$ cat config.mk
export PLATFORM = sky130hd
export DESIGN_NAME = acsp_top
export DESIGN_NICKNAME = d
export VERILOG_FILES = /design/src/logic/acsp_pkg.sv /design/src/logic/acsp_pin_gate.sv /design/src/logic/acsp_seq_count.sv /design/src/logic/acsp_top.sv
export SDC_FILE = /design/constraint.sdc
export NUM_CORES = 1
export LEC_CHECK = 0
export ABC_AREA = 1
export CORE_MARGIN = 2
export CORE_UTILIZATION = 55
export CTS_BUF_LIST = sky130_fd_sc_hd__clkbuf_4 sky130_fd_sc_hd__clkbuf_8
export CTS_CLUSTER_SIZE = 10
export DETAILED_ROUTE_END_ITERATION = 10
export DONT_BUFFER_PORTS = 1
export PLACE_DENSITY = 0.78
export REMOVE_ABC_BUFFERS = 1
export SYNTH_ARGS = -nofsm -noshare
export SYNTH_HDL_FRONTEND = slang
export SYNTH_SLANG_ARGS = --single-unit
$ cat constraint.sdc
create_clock -name core_clk -period 7.83 [get_ports core_clk]
set_input_delay 0.3915 -clock core_clk [delete_from_list [all_inputs] [get_ports core_clk]]
set_output_delay 0.3915 -clock core_clk [all_outputs]
set_load 0.05 [all_outputs]
$ cat src/logic/acsp_pkg.sv
// Package with register map, field layout and types of the converter control.
`default_nettype none
package acsp_pkg;
   // Register indices on the plain register port.
   localparam logic [3:0] ADDR_SEQ_CTRL = 4'h0;
   localparam logic [3:0] ADDR_PIN_CFG = 4'h1;
   localparam logic [3:0] ADDR_MODULE_CTRL = 4'h2;
   localparam logic [3:0] ADDR_IRQ_STATUS = 4'h3;
   localparam logic [3:0] ADDR_IRQ_MASK = 4'h4;
   // Field positions of the sequence control register.
   localparam int SCAN_BIT = 10;
   localparam int CHPS_LO = 8;
   localparam int BUFFER_HALF_STATUS_BIT = 7;
   localparam int SMPI_LO = 2;
   localparam int SPLIT_BUFFER_MODE_BIT = 1;
   localparam int ALTERNATE_SAMPLE_SELECT_BIT = 0;
   // Writable bits and reset values of the sequence control and pin configuration registers.
   localparam logic [15:0] SEQ_WMASK = 16'hE73F;
   localparam logic [15:0] PIN_WMASK = 16'h9FFF;
   localparam logic [15:0] SEQ_RESET = 16'h0000;
   localparam logic [15:0] PIN_RESET = 16'h0000;
   // Pins that exist as analog inputs on the built variant.
   localparam logic [15:0] PIN_PRESENT = 16'h9FFF;
   // Interrupt status bits.
   localparam int IRQ_SEQ_BIT = 0;
   localparam int IRQ_HALF_BIT = 1;
   localparam logic [15:0] IRQ_WMASK = 16'h0003;
   // Number of analog inputs.
   localparam int NUM_PINS = 16;

   // Register access request, write or read, carried as one bundle.
   typedef struct packed {
      logic wr;
      logic rd;
      logic [3:0] addr;
      logic [15:0] wdata;
   } acsp_bus_t;

   // Decoded sequencer controls.
   typedef struct packed {
      logic scan_enable;
      logic [1:0] channel_count_select;
      logic [3:0] sequences_per_interrupt;
      logic split_buffer_mode;
      logic alternate_sample_select;
   } acsp_seq_cfg_t;
endpackage
`default_nettype wire

$ cat src/logic/acsp_pin_gate.sv
// Pin mode gating between analog sampling and the digital read path.
`timescale 1ns/1ns
`default_nettype none
module acsp_pin_gate (
   input wire logic [15:0] pin_cfg,
   input wire logic converter_module_disable,
   input wire logic [15:0] pin_level,
   output logic [15:0] port_read,
   output logic [15:0] analog_connect,
   output logic [15:0] mux_to_ground
);
   logic [15:0] digital;

   // A disabled converter forces every shared pin digital; absent pins
   // ignore their bit and stay digital.
   assign digital = converter_module_disable ? 16'hFFFF :
      (pin_cfg | ~acsp_pkg::PIN_PRESENT);
   // Analog pins read as zero on the port; digital pins pass the level.
   assign port_read = pin_level & digital;
   // Analog pins feed the converter; digital pins tie the input to ground.
   assign analog_connect = ~digital;
   assign mux_to_ground = digital;
endmodule
`default_nettype wire

$ cat src/logic/acsp_seq_count.sv
// Counter of finished sequences that pulses once every N sequences.
`timescale 1ns/1ns
`default_nettype none
module acsp_seq_count (
   input wire logic core_clk,
   input wire logic sys_rst,
   input wire logic seq_done,
   input wire logic [3:0] sequences_per_interrupt,
   output logic irq_pulse
);
   logic [3:0] count;

   // Interrupt on the sequence whose count reaches the field value.
   assign irq_pulse = seq_done && (count >= sequences_per_interrupt);

   // Count finished sequences and restart after each interrupt.
   always_ff @(posedge core_clk or posedge sys_rst) begin
      if (sys_rst) begin
         count <= 4'h0;
      end else if (irq_pulse) begin
         count <= 4'h0;
      end else if (seq_done) begin
         count <= count + 4'h1;
      end
   end
endmodule
`default_nettype wire

$ cat src/logic/acsp_top.sv
// Sequence control and pin configuration of the analog converter.
//
// Operation
// - scan bit steps channel zero through inputs
// - channel count selects converted sample channels
// - half status shows buffer half being filled
// - interrupt after every field-plus-one sequences
// - alternate bit swaps Sample A and B
// - bit one makes pin digital, mux grounded
// - bit zero makes pin analog, read disabled; a set module disable bit keeps all pins digital
// - port read of analog pin returns zero
// - pins reset analog, software enables digital
// - bit x governs input x, 14:13 absent
// - bits of absent inputs not stored, read as zero
//
// The strobed register port and the placing of the registers were decided locally.
`timescale 1ns/1ns
`default_nettype none
module acsp_top (
   input wire logic core_clk,
   input wire logic sys_rst,
   input wire logic [3:0] reg_addr,
   input wire logic [15:0] reg_wdata,
   input wire logic reg_wr,
   input wire logic reg_rd,
   output logic [15:0] reg_rdata,
   input wire logic sample_done,
   input wire logic seq_done,
   input wire logic [15:0] pin_level,
   output logic [15:0] port_read,
   output logic [15:0] analog_connect,
   output logic [15:0] mux_to_ground,
   output logic [3:0] ch0_input,
   output logic use_sample_b,
   output logic [3:0] channels_enabled,
   output logic buffer_half_status,
   output logic irq
);
   acsp_pkg::acsp_bus_t bus;
   acsp_pkg::acsp_seq_cfg_t cfg;
   logic [15:0] seq_ctrl;
   logic [15:0] pin_cfg;
   logic converter_module_disable;
   logic [15:0] irq_status;
   logic [15:0] irq_mask;
   logic irq_pulse;
   logic [15:0] next_rdata;
   logic [3:0] scan_idx;
   logic [3:0] next_scan_idx;

   // Returns the next pin after idx, wrapping past 15, that is selected for scanning.
   function automatic logic [3:0] next_selected(input logic [3:0] idx,
                                                input logic [15:0] sel);
      logic [3:0] cand;
      logic found;
      cand = idx;
      found = 1'b0;
      next_selected = idx;
      for (int i = 1; i <= acsp_pkg::NUM_PINS; i++) begin
         cand = idx + 4'(i);
         if (!found && sel[cand]) begin
            next_selected = cand;
            found = 1'b1;
         end
      end
   endfunction

   ////////////////////////////////////////////////////////////////////////
   // Register port.

   // Bundle the bus signals.
   assign bus = '{wr: reg_wr, rd: reg_rd, addr: reg_addr, wdata: reg_wdata};

   // Sequence control; only implemented bits take writes.
   always_ff @(posedge core_clk or posedge sys_rst) begin
      if (sys_rst) begin
         seq_ctrl <= acsp_pkg::SEQ_RESET;
      end else if (bus.wr && bus.addr == acsp_pkg::ADDR_SEQ_CTRL) begin
         seq_ctrl <= bus.wdata & acsp_pkg::SEQ_WMASK;
      end
   end

   // Pin configuration comes up all analog.
   always_ff @(posedge core_clk or posedge sys_rst) begin
      if (sys_rst) begin
         pin_cfg <= acsp_pkg::PIN_RESET;
      end else if (bus.wr && bus.addr == acsp_pkg::ADDR_PIN_CFG) begin
         pin_cfg <= bus.wdata & acsp_pkg::PIN_WMASK;
      end
   end

   // Module disable bit lives in bit 0 of the module control register.
   always_ff @(posedge core_clk or posedge sys_rst) begin
      if (sys_rst) begin
         converter_module_disable <= 1'b0;
      end else if (bus.wr && bus.addr == acsp_pkg::ADDR_MODULE_CTRL) begin
         converter_module_disable <= bus.wdata[0];
      end
   end

   // Interrupt mask register.
   always_ff @(posedge core_clk or posedge sys_rst) begin
      if (sys_rst) begin
         irq_mask <= 16'h0000;
      end else if (bus.wr && bus.addr == acsp_pkg::ADDR_IRQ_MASK) begin
         irq_mask <= bus.wdata & acsp_pkg::IRQ_WMASK;
      end
   end

   // Sticky status: a new event wins over a write-one clear.
   always_ff @(posedge core_clk or posedge sys_rst) begin
      if (sys_rst) begin
         irq_status <= 16'h0000;
      end else begin
         irq_status <= (irq_status &
            ~((bus.wr && bus.addr == acsp_pkg::ADDR_IRQ_STATUS) ?
              bus.wdata : 16'h0000))
            | ({15'h0000, irq_pulse} << acsp_pkg::IRQ_SEQ_BIT)
            | ({15'h0000, irq_pulse && cfg.split_buffer_mode}
               << acsp_pkg::IRQ_HALF_BIT);
      end
   end

   // Level interrupt while any unmasked status bit is set.
   assign irq = |(irq_status & irq_mask);

   // Read mux; the half status bit is inserted live.
   always_comb begin
      next_rdata = 16'h0000;
      case (bus.addr)
         acsp_pkg::ADDR_SEQ_CTRL: next_rdata = seq_ctrl |
            ({15'h0000, buffer_half_status} << acsp_pkg::BUFFER_HALF_STATUS_BIT);
         acsp_pkg::ADDR_PIN_CFG: next_rdata = pin_cfg;
         acsp_pkg::ADDR_MODULE_CTRL:
            next_rdata = {15'h0000, converter_module_disable};
         acsp_pkg::ADDR_IRQ_STATUS: next_rdata = irq_status;
         acsp_pkg::ADDR_IRQ_MASK: next_rdata = irq_mask;
         default: next_rdata = 16'h0000;
      endcase
   end

   // Read data stands in the cycle after the strobe only.
   always_ff @(posedge core_clk or posedge sys_rst) begin
      if (sys_rst) begin
         reg_rdata <= 16'h0000;
      end else if (bus.rd) begin
         reg_rdata <= next_rdata;
      end else begin
         reg_rdata <= 16'h0000;
      end
   end

   ////////////////////////////////////////////////////////////////////////
   // Sequencer.

   // Decode the control fields in one assignment, so the bundle has one driver.
   assign cfg = '{
      scan_enable: seq_ctrl[acsp_pkg::SCAN_BIT],
      channel_count_select: seq_ctrl[acsp_pkg::CHPS_LO +: 2],
      sequences_per_interrupt: seq_ctrl[acsp_pkg::SMPI_LO +: 4],
      split_buffer_mode: seq_ctrl[acsp_pkg::SPLIT_BUFFER_MODE_BIT],
      alternate_sample_select: seq_ctrl[acsp_pkg::ALTERNATE_SAMPLE_SELECT_BIT]
   };

   // Upper bit converts four channels, 01 converts two, 00 only one.
   always_comb begin
      case (cfg.channel_count_select)
         2'b00: channels_enabled = 4'h1;
         2'b01: channels_enabled = 4'h3;
         default: channels_enabled = 4'hF;
      endcase
   end

   acsp_seq_count u_count (
      .core_clk(core_clk),
      .sys_rst(sys_rst),
      .seq_done(seq_done),
      .sequences_per_interrupt(cfg.sequences_per_interrupt),
      .irq_pulse(irq_pulse)
   );

   // Buffer half flips on each interrupt in split mode, else stays first.
   always_ff @(posedge core_clk or posedge sys_rst) begin
      if (sys_rst) begin
         buffer_half_status <= 1'b0;
      end else if (!cfg.split_buffer_mode) begin
         buffer_half_status <= 1'b0;
      end else if (irq_pulse) begin
         buffer_half_status <= ~buffer_half_status;
      end
   end

   // Alternate sample: B follows A, else A always.
   always_ff @(posedge core_clk or posedge sys_rst) begin
      if (sys_rst) begin
         use_sample_b <= 1'b0;
      end else if (!cfg.alternate_sample_select) begin
         use_sample_b <= 1'b0;
      end else if (sample_done) begin
         use_sample_b <= ~use_sample_b;
      end
   end

   // Next scan input among analog pins.
   assign next_scan_idx = next_selected(scan_idx, analog_connect);

   // Scan steps channel zero through selected inputs on Sample A.
   always_ff @(posedge core_clk or posedge sys_rst) begin
      if (sys_rst) begin
         scan_idx <= 4'h0;
      end else if (!cfg.scan_enable) begin
         scan_idx <= 4'h0;
      end else if (sample_done && !use_sample_b) begin
         scan_idx <= next_scan_idx;
      end
   end

   // Fixed input zero when not scanning.
   assign ch0_input = cfg.scan_enable ? scan_idx : 4'h0;

   ////////////////////////////////////////////////////////////////////////
   // Pins.

   acsp_pin_gate u_pins (
      .pin_cfg(pin_cfg),
      .converter_module_disable(converter_module_disable),
      .pin_level(pin_level),
      .port_read(port_read),
      .analog_connect(analog_connect),
      .mux_to_ground(mux_to_ground)
   );
endmodule
`default_nettype wire

Word-level counts from Yosys, hierarchy flattened
Cells that the tools add are included.
{ "op_classes": {"n_addsub": 16, "multipliers": 0, "n_div": 0, "n_lt_le_gt_ge": 17, "n_eq_ne": 10, "n_shift": 0, "muxes": 77, "bitwise_logic": 10, "reduce_logical": 44} }
{ "op_table": {"columns": ["op", "count"], "rows": [
  ["4-bit two-way mux", 21],
  ["4-bit by 5-bit < comparator with 1-bit output, second input constant", 16],
  ["16-bit one-hot mux with 5 select lines", 1],
  ["1-bit binary-select mux with 4-bit select", 16],
  ["16-bit two-way mux", 3],
  ["1-bit two-way mux", 35],
  ["4-bit adder, second input constant", 8],
  ["16-bit AND", 2],
  ["16-bit NOT", 2],
  ["1-bit logical AND", 23],
  ["4-bit by 3-bit adder with 4-bit output, second input constant", 4],
  ["16-bit by 2-bit AND with 16-bit output", 1],
  ["1-bit zero test", 16],
  ["16-bit by 1-bit != test with 1-bit output, second input constant", 1],
  ["16-bit by 1-bit bitwise OR with 16-bit output", 1],
  ["16-bit by 2-bit bitwise OR with 16-bit output", 1],
  ["16-bit by 8-bit bitwise OR with 16-bit output", 1],
  ["16-bit OR reduction", 1],
  ["4-bit by 1-bit adder with 4-bit output, second input constant", 2],
  ["4-bit by 2-bit adder with 4-bit output, second input constant", 2],
  ["4-bit by 2-bit == test with 1-bit output, second input constant", 2],
  ["4-bit one-hot mux with 2 select lines", 1],
  ["4-bit by 1-bit == test with 1-bit output, second input constant", 1],
  ["4-bit by 3-bit == test with 1-bit output, second input constant", 1],
  ["other kinds (9)", 12]
]} }
{ "totals": {"regBits": 71, "latchBits": 0, "mem_bits_rw": 0, "mem_bits_ro": 0, "inputBits": 42, "output_inout_bits": 75, "elab_cells": 184, "n_memories": 0} }

Depth between registers and ports, before layout
{ "logic_depth": {"depth_word": 52, "mapped_depth": 27, "mapped_depth_nobuf": 27} }

Cells and area by module
A second synthesis with hierarchy kept.
{ "unflattened": {"hier_cells": 747, "hier_area_um2": 4982.3} }
{ "modules_own_cells": {"columns": ["module", "instances", "cells_each", "area_per_inst_um2", "seq_area_each_um2"], "rows": [
  ["acsp_top", 1, 641, 4390.5, 1676.6],
  ["acsp_seq_count", 1, 41, 321.6, 100.1],
  ["acsp_pin_gate", 1, 65, 270.3, 0.0]
]} }

Worst setup path before layout
No wires, ideal clock.
{ "synth_path": {"path_kind": "register -> register", "startpoint": "register converter_module_disable", "endpoint": "register scan_idx[0]", "setup_ns": 0.121, "t_arrival_ns": 2.855, "required_ns": 7.709, "setup_slack_ns": 4.853, "stages_incl_launch_ff": 18, "path_buffers": 0, "period_less_slack_ns": 2.977, "cell_sequence": "dfrtp_1 -> nor2_1 -> nand2_1 -> nand3_1 -> and2_1 -> nand2_1 -> nand2_1 -> nor2_1 -> a31oi_1 -> nor3_2 -> nand2_2 -> inv_1 -> nor3_1 -> nand2_1 -> nand3_1 -> nand2_1 -> nand2_1 -> o21ai_1"} }
{ "synth_between": {"elab_chain_len": 51, "elab_cells_between_ends": 99, "classes_between": "2 x eq/ne; 65 x mux; 1 x bitwise; 31 x reduce/logical"} }
{ "synth_rtl": {"columns": ["item", "line_no", "rtl"], "rows": [
  ["start, declared", "acsp_top.sv:43", "logic converter_module_disable;"],
  ["start signal, assigned", "acsp_top.sv:97", "converter_module_disable <= bus.wdata[0];"],
  ["16-bit two-way mux (*)", "acsp_pin_gate.sv:16", "assign digital = converter_module_disable ? 16'hFFFF :"],
  ["16-bit NOT (*)", "acsp_pin_gate.sv:21", "assign analog_connect = ~digital;"],
  ["named net analog_connect[3]", "acsp_top.sv:31", "output logic [15:0] analog_connect,"],
  ["1-bit binary-select mux with 4-bit select", "acsp_top.sv:61", "if (!found && sel[cand]) begin"],
  ["1-bit two-way mux (implied by the code)", "acsp_top.sv:61", null],
  ["1-bit two-way mux", "acsp_top.sv:61", null],
  ["1-bit zero test", "acsp_top.sv:61", null],
  ["1-bit logical AND", "acsp_top.sv:61", null],
  ["(+36 left out)", null, null],
  ["1-bit two-way mux", "acsp_top.sv:61", null],
  ["1-bit zero test", "acsp_top.sv:61", null],
  ["1-bit logical AND", "acsp_top.sv:61", null],
  ["1-bit two-way mux", "acsp_top.sv:61", null],
  ["1-bit zero test", "acsp_top.sv:61", null],
  ["1-bit logical AND", "acsp_top.sv:61", null],
  ["2-bit != test (no line)", null, null],
  ["3-bit AND reduction (no line)", null, null],
  ["end signal, assigned", "acsp_top.sv:214", "scan_idx <= next_scan_idx;"],
  ["end, declared", "acsp_top.sv:48", "logic [3:0] scan_idx;"]
]} }
Mark *: on every way through the listed nets, which the timed path passes. The rest lies on a longest branch. The select of a mux whose other input is x is not followed.
A chain may end at the register's enable or synchronous reset.

Worst setup path in the final report
{ "layout_path": {"startpoint": "register scan_idx[0]", "endpoint": "register scan_idx[1]"} }
{ "layout_between": {"elab_chain_len": 50, "elab_cells_between_ends": 113, "classes_between": "15 x add/sub; 2 x eq/ne; 65 x mux; 31 x reduce/logical"} }
{ "layout_rtl": {"columns": ["item", "line_no", "rtl"], "rows": [
  ["4-bit by 1-bit adder with 4-bit output", "acsp_top.sv:60", "cand = idx + 4'(i);"],
  ["1-bit binary-select mux with 4-bit select", "acsp_top.sv:61", null],
  ["1-bit two-way mux (implied by the code)", "acsp_top.sv:61", null],
  ["1-bit two-way mux", "acsp_top.sv:61", null],
  ["1-bit zero test", "acsp_top.sv:61", null],
  ["1-bit logical AND", "acsp_top.sv:61", null],
  ["1-bit two-way mux", "acsp_top.sv:61", null],
  ["1-bit zero test", "acsp_top.sv:61", null],
  ["(+34 left out)", null, null],
  ["1-bit two-way mux", "acsp_top.sv:61", null],
  ["1-bit zero test", "acsp_top.sv:61", null],
  ["1-bit logical AND", "acsp_top.sv:61", null],
  ["1-bit two-way mux", "acsp_top.sv:61", null],
  ["1-bit zero test", "acsp_top.sv:61", null],
  ["1-bit logical AND", "acsp_top.sv:61", null],
  ["2-bit != test (no line)", null, null],
  ["3-bit AND reduction (no line)", null, null]
]} }
Several ways; a longest one is shown, not always the timed one. The select of a mux whose other input is x is not followed.

==> results by group <==
Run status
  – Status: complete, no violations

Route
  – Initial DRC Count: ~330
  – Via count: 4893
  – Post-route ant nets: 0
  – DR vias/cell: ~5.7
  – Final wirelength: 14300 µm
  – DR WL/cell: 16.5 µm
  – DRC: 0
  – Drt pass-1 iters: 5

Setup path
  – CP Class: reg2reg
  – Crit path launch type: flip-flop
  – Crit path max fanout: 23
  – Critical Path Sink Type: flip-flop
  – Worst Path Arrival: 4760 ps
  – Req. time, crit path: 8120 ps

Timing
  – Slew HR: 20.8%
  – Setup TNS: 0 ps
  – Fmax: 223 MHz
  – Period utilization: 57.1%
  – Max-slew violations: 0
  – RSZ-0062 raised after global routing: no
  – Clock Skews: 14.1 ps
  – Period minus WS final: 4470 ps
  – Slew @ Worst Pin: 1180 ps
  – Finish-stage setup viols: 0
  – Setup ws final: 3360 ps
  – Hold Vio Cnt, Final: 0

Hold path
  – Type of the tightest min-delay check: in2reg

Floorplan
  – Core ar.: a little over 9000 µm²
  – Die Span Y: 101 µm
  – Ports: 117
  – Row count: 35
  – Starting Density: 56.5%
  – Die Area: 10200 µm²
  – Die X-Extent: between 100 and 150 µm

Synth
  – Register area share after synthesis: about a third
  – Syn Area/Cell: 6.91 µm²
  – Dominant synthesized flop cell: dfrtp_1
  – Post-synth EDFFs: 0
  – Seq cells post-synth: 71
  – Synth Cell Area: just over 5000 µm²
  – Ys async rst share: 100%
  – Post-Synthesis Cells: 752
  – Yosys cell types: 44
  – Yosys warning count: 0

Clocking
  – Hold-fix buffers, CTS: 0
  – CTS tree: done
  – CTS Root Cell: clkbuf_8
  – CTS Buffer Depth: 2
  – Clk slew on worst S/H paths: 90 ps
  – CTS H-tree depth: 3
  – Post-CTS Setup Repair Bufs: 0
  – CTS Buf Count: 9
  – Clock latency on the worst-skew pair: 350 ps
  – Clock sinks: 71
  – CTS resizes: 0

Layout
  – Number of fill cells in the layout: 889
  – Share of cells above drive strength 1: 9.59%
  – Net count, final: 800
  – Cell Count, Final, Fillers Out: 862
  – N_diodes: 0
  – Synth-to-Final Area Change: 4.14%

Global route
  – Initial antenna violation count: 0
  – First-pass GRT wire length: 22900 µm
  – All-layer global routing usage: 28.9%
  – Largest net degree at the start of global routing: 72
  – Grt ovf: 0
  – Vias in the first global route: roughly 4600

Power
  – Switching share of power: 56.9%
  – Power share of the sequential group: 25.6%
  – Combinational power share: 59.6%
  – Int Pwr: roughly 0.88 mW
  – Sw power: 1.16 mW
  – PD cells: around 380 nW/µm²
  – Peak supply drop: 0.000170 V
  – Clock power frac: around 15%
  – Leak Pwr: roughly 3 nW

Place
  – DP HPWL: roughly 11000 µm
  – Routability Congestion: 1.05
  – Inst Count DP: 846
  – Port Buf Inserts: 0
  – Dpl ws: 3480 ps

Run
  – Max-cap violations: 0
==> power groups by stage <==
stage,sequential [mW],combinational [mW],clock (mW)
after global placement,0.523,1.17,0
after detailed placement,0.525,1.19,0
after CTS,0.518,1.19,0.307
after global routing,0.529,1.33,0.321
final,0.519,1.21,0.301
after floorplan,0.513,0.959,0
==> registers in the layout, summed over array words and instances (netlist names) <==
signal                    flops
u_count.count                 4
pin_cfg                      14
use_sample_b                  1
converter_module_disable      1
irq_mask                      2
reg_rdata                    16
seq_ctrl                     12
irq_status                   16
buffer_half_status            1
scan_idx                      4
==> worst max-delay path: stages, from the launching register on <==
cell	delay, ps
dfrtp_1	910
inv_2	360
ha_1	650
clkinv_1	380
nand2_1	170
nand2_1	80
nand2_1	110
nand3_2	100
nand2_4	120
nand3_4	110
nor2_8	130
nand4_4	120
nor3_2	370
nand2_2	170
inv_1	120
nand2_1	60
nand3_1	100
nand4_1	100
nand2_1	90
nand3_1	70
nand2_1	70
==> stage by stage <==
| stage | instance area, µm² | hold slack [ps] | util, % | total power, mW |
|---|---|---|---|---|
| 3_3_place_gp | 5220 | 466 | 56.7 | 1.70 |
| 3_5_place_dp | 5220 | 473 | 56.7 | 1.72 |
| 4_1_cts | 5420 | 105 | 58.9 | 2.02 |
| 5_1_grt | 5420 | 98.6 | 58.9 | 2.18 |
| 6_report | 5420 | 117 | 58.9 | 2.03 |
| 2_1_floorplan | 5030 | 453 | - | 1.47 |
==> per-layer routing <==
metal / vias up / track usage [%] / routed length [µm]
li1: 2341 / - / -
met1: 2297 / 40.2 / 6220
met2: 233 / 46.8 / 6730
met3: 22 / 5.18 / 1080
met4: 0 / 8.00 / 230
met5: - / 0 / 0
==> worst paths after layout <==
check / from / to / slack (ps) / cells past startpoint
setup / recovery: scan_idx[0]$_DFFE_PP0P_ / scan_idx[1]$_DFFE_PP0P_ / 3360 / 20
max in group asynchronous: sys_rst / reg_rdata[11]$_DFF_PP0_ / 7070 / 2
hold reg to reg: seq_ctrl[15]$_DFFE_PP0P_ / seq_ctrl[15]$_DFFE_PP0P_ / 490 / 2
hold / removal: reg_wdata[5] / irq_status[5]$_DFF_PP0_ / 120 / 1
setup reg to reg: scan_idx[0]$_DFFE_PP0P_ / scan_idx[1]$_DFFE_PP0P_ / 3360 / 20
min in group asynchronous: sys_rst / u_count.count[0]$_DFFE_PP0P_ / 180 / 2
==> kinds of logic (layout without fill, tap and decap cells) <==
logic type | Yosys count | after routing | share of synthesized area, %
AND/OR/NAND/NOR | 393 | 393 | 35.7
flip-flops | 71 | 71 | 34.2
buffers and inverters | 160 | 156 | 13.2
adder cells (fa/ha/maj) | 12 | 12 | 2.89
XOR/XNOR | 8 | 8 | 2.00
other | 2 | 5 | 0.144
AO/OA/AOI/OAI | 106 | 106 | 11.8
==> Yosys cell counts (2+ instances only) <==
master / count / area, µm²
a21oi_1: 23 / 115
a221oi_1: 2 / 17.5
a22o_1: 2 / 17.5
buf_2: 2 / 10.0
buf_4: 11 / 82.6
buf_6: 3 / 33.8
clkbuf_1: 9 / 33.8
clkinv_1: 2 / 7.51
conb_1: 2 / 7.51
dfrtp_1: 71 / 1780
ha_1: 12 / 150
inv_1: 127 / 477
inv_2: 4 / 15.0
nand2_1: 222 / 833
nand2_2: 7 / 43.8
nand2_4: 2 / 22.5
nand3_1: 63 / 315
nand3_2: 7 / 70.1
nand4_1: 12 / 75.1
nand4_4: 3 / 63.8
nor2_1: 52 / 195
nor2_2: 3 / 18.8
nor2_4: 10 / 113
nor3_1: 5 / 25.0
o211ai_1: 5 / 37.5
o21a_1: 8 / 60.1
o21ai_0: 48 / 240
o21ai_1: 6 / 30.0
o21ai_2: 3 / 26.3
o221ai_1: 6 / 52.6
o22ai_1: 2 / 12.5
or2_2: 2 / 12.5
xor2_1: 4 / 35.0
xor2_2: 2 / 32.5
==> cell type report <==
cell class	count	area (µm²)	share of cell area, %
multi-input combinational	524	2750	50.7
sequential	71	1780	32.8
inverter	134	508	9.38
tap	111	139	2.56
clock buffer	10	131	2.43
clock inverter	6	68.8	1.27
timing repair buffer	6	45.0	0.832
==> cell usage in the layout, fill, tap and decap left out, drive strengths merged, types with 7 or more instances in the layout <==
master  netlist  final
nand2       231    231
inv         132    133
dfrtp        71     71
nand3        71     71
nor2         66     66
o21ai        57     57
a21oi        23     23
nand4        15     15
ha           12     12
clkbuf        9     10
o21a          8      8
nor3          7      7
xor2          7      7
Note: power is estimated with default switching activity, not from simulation.
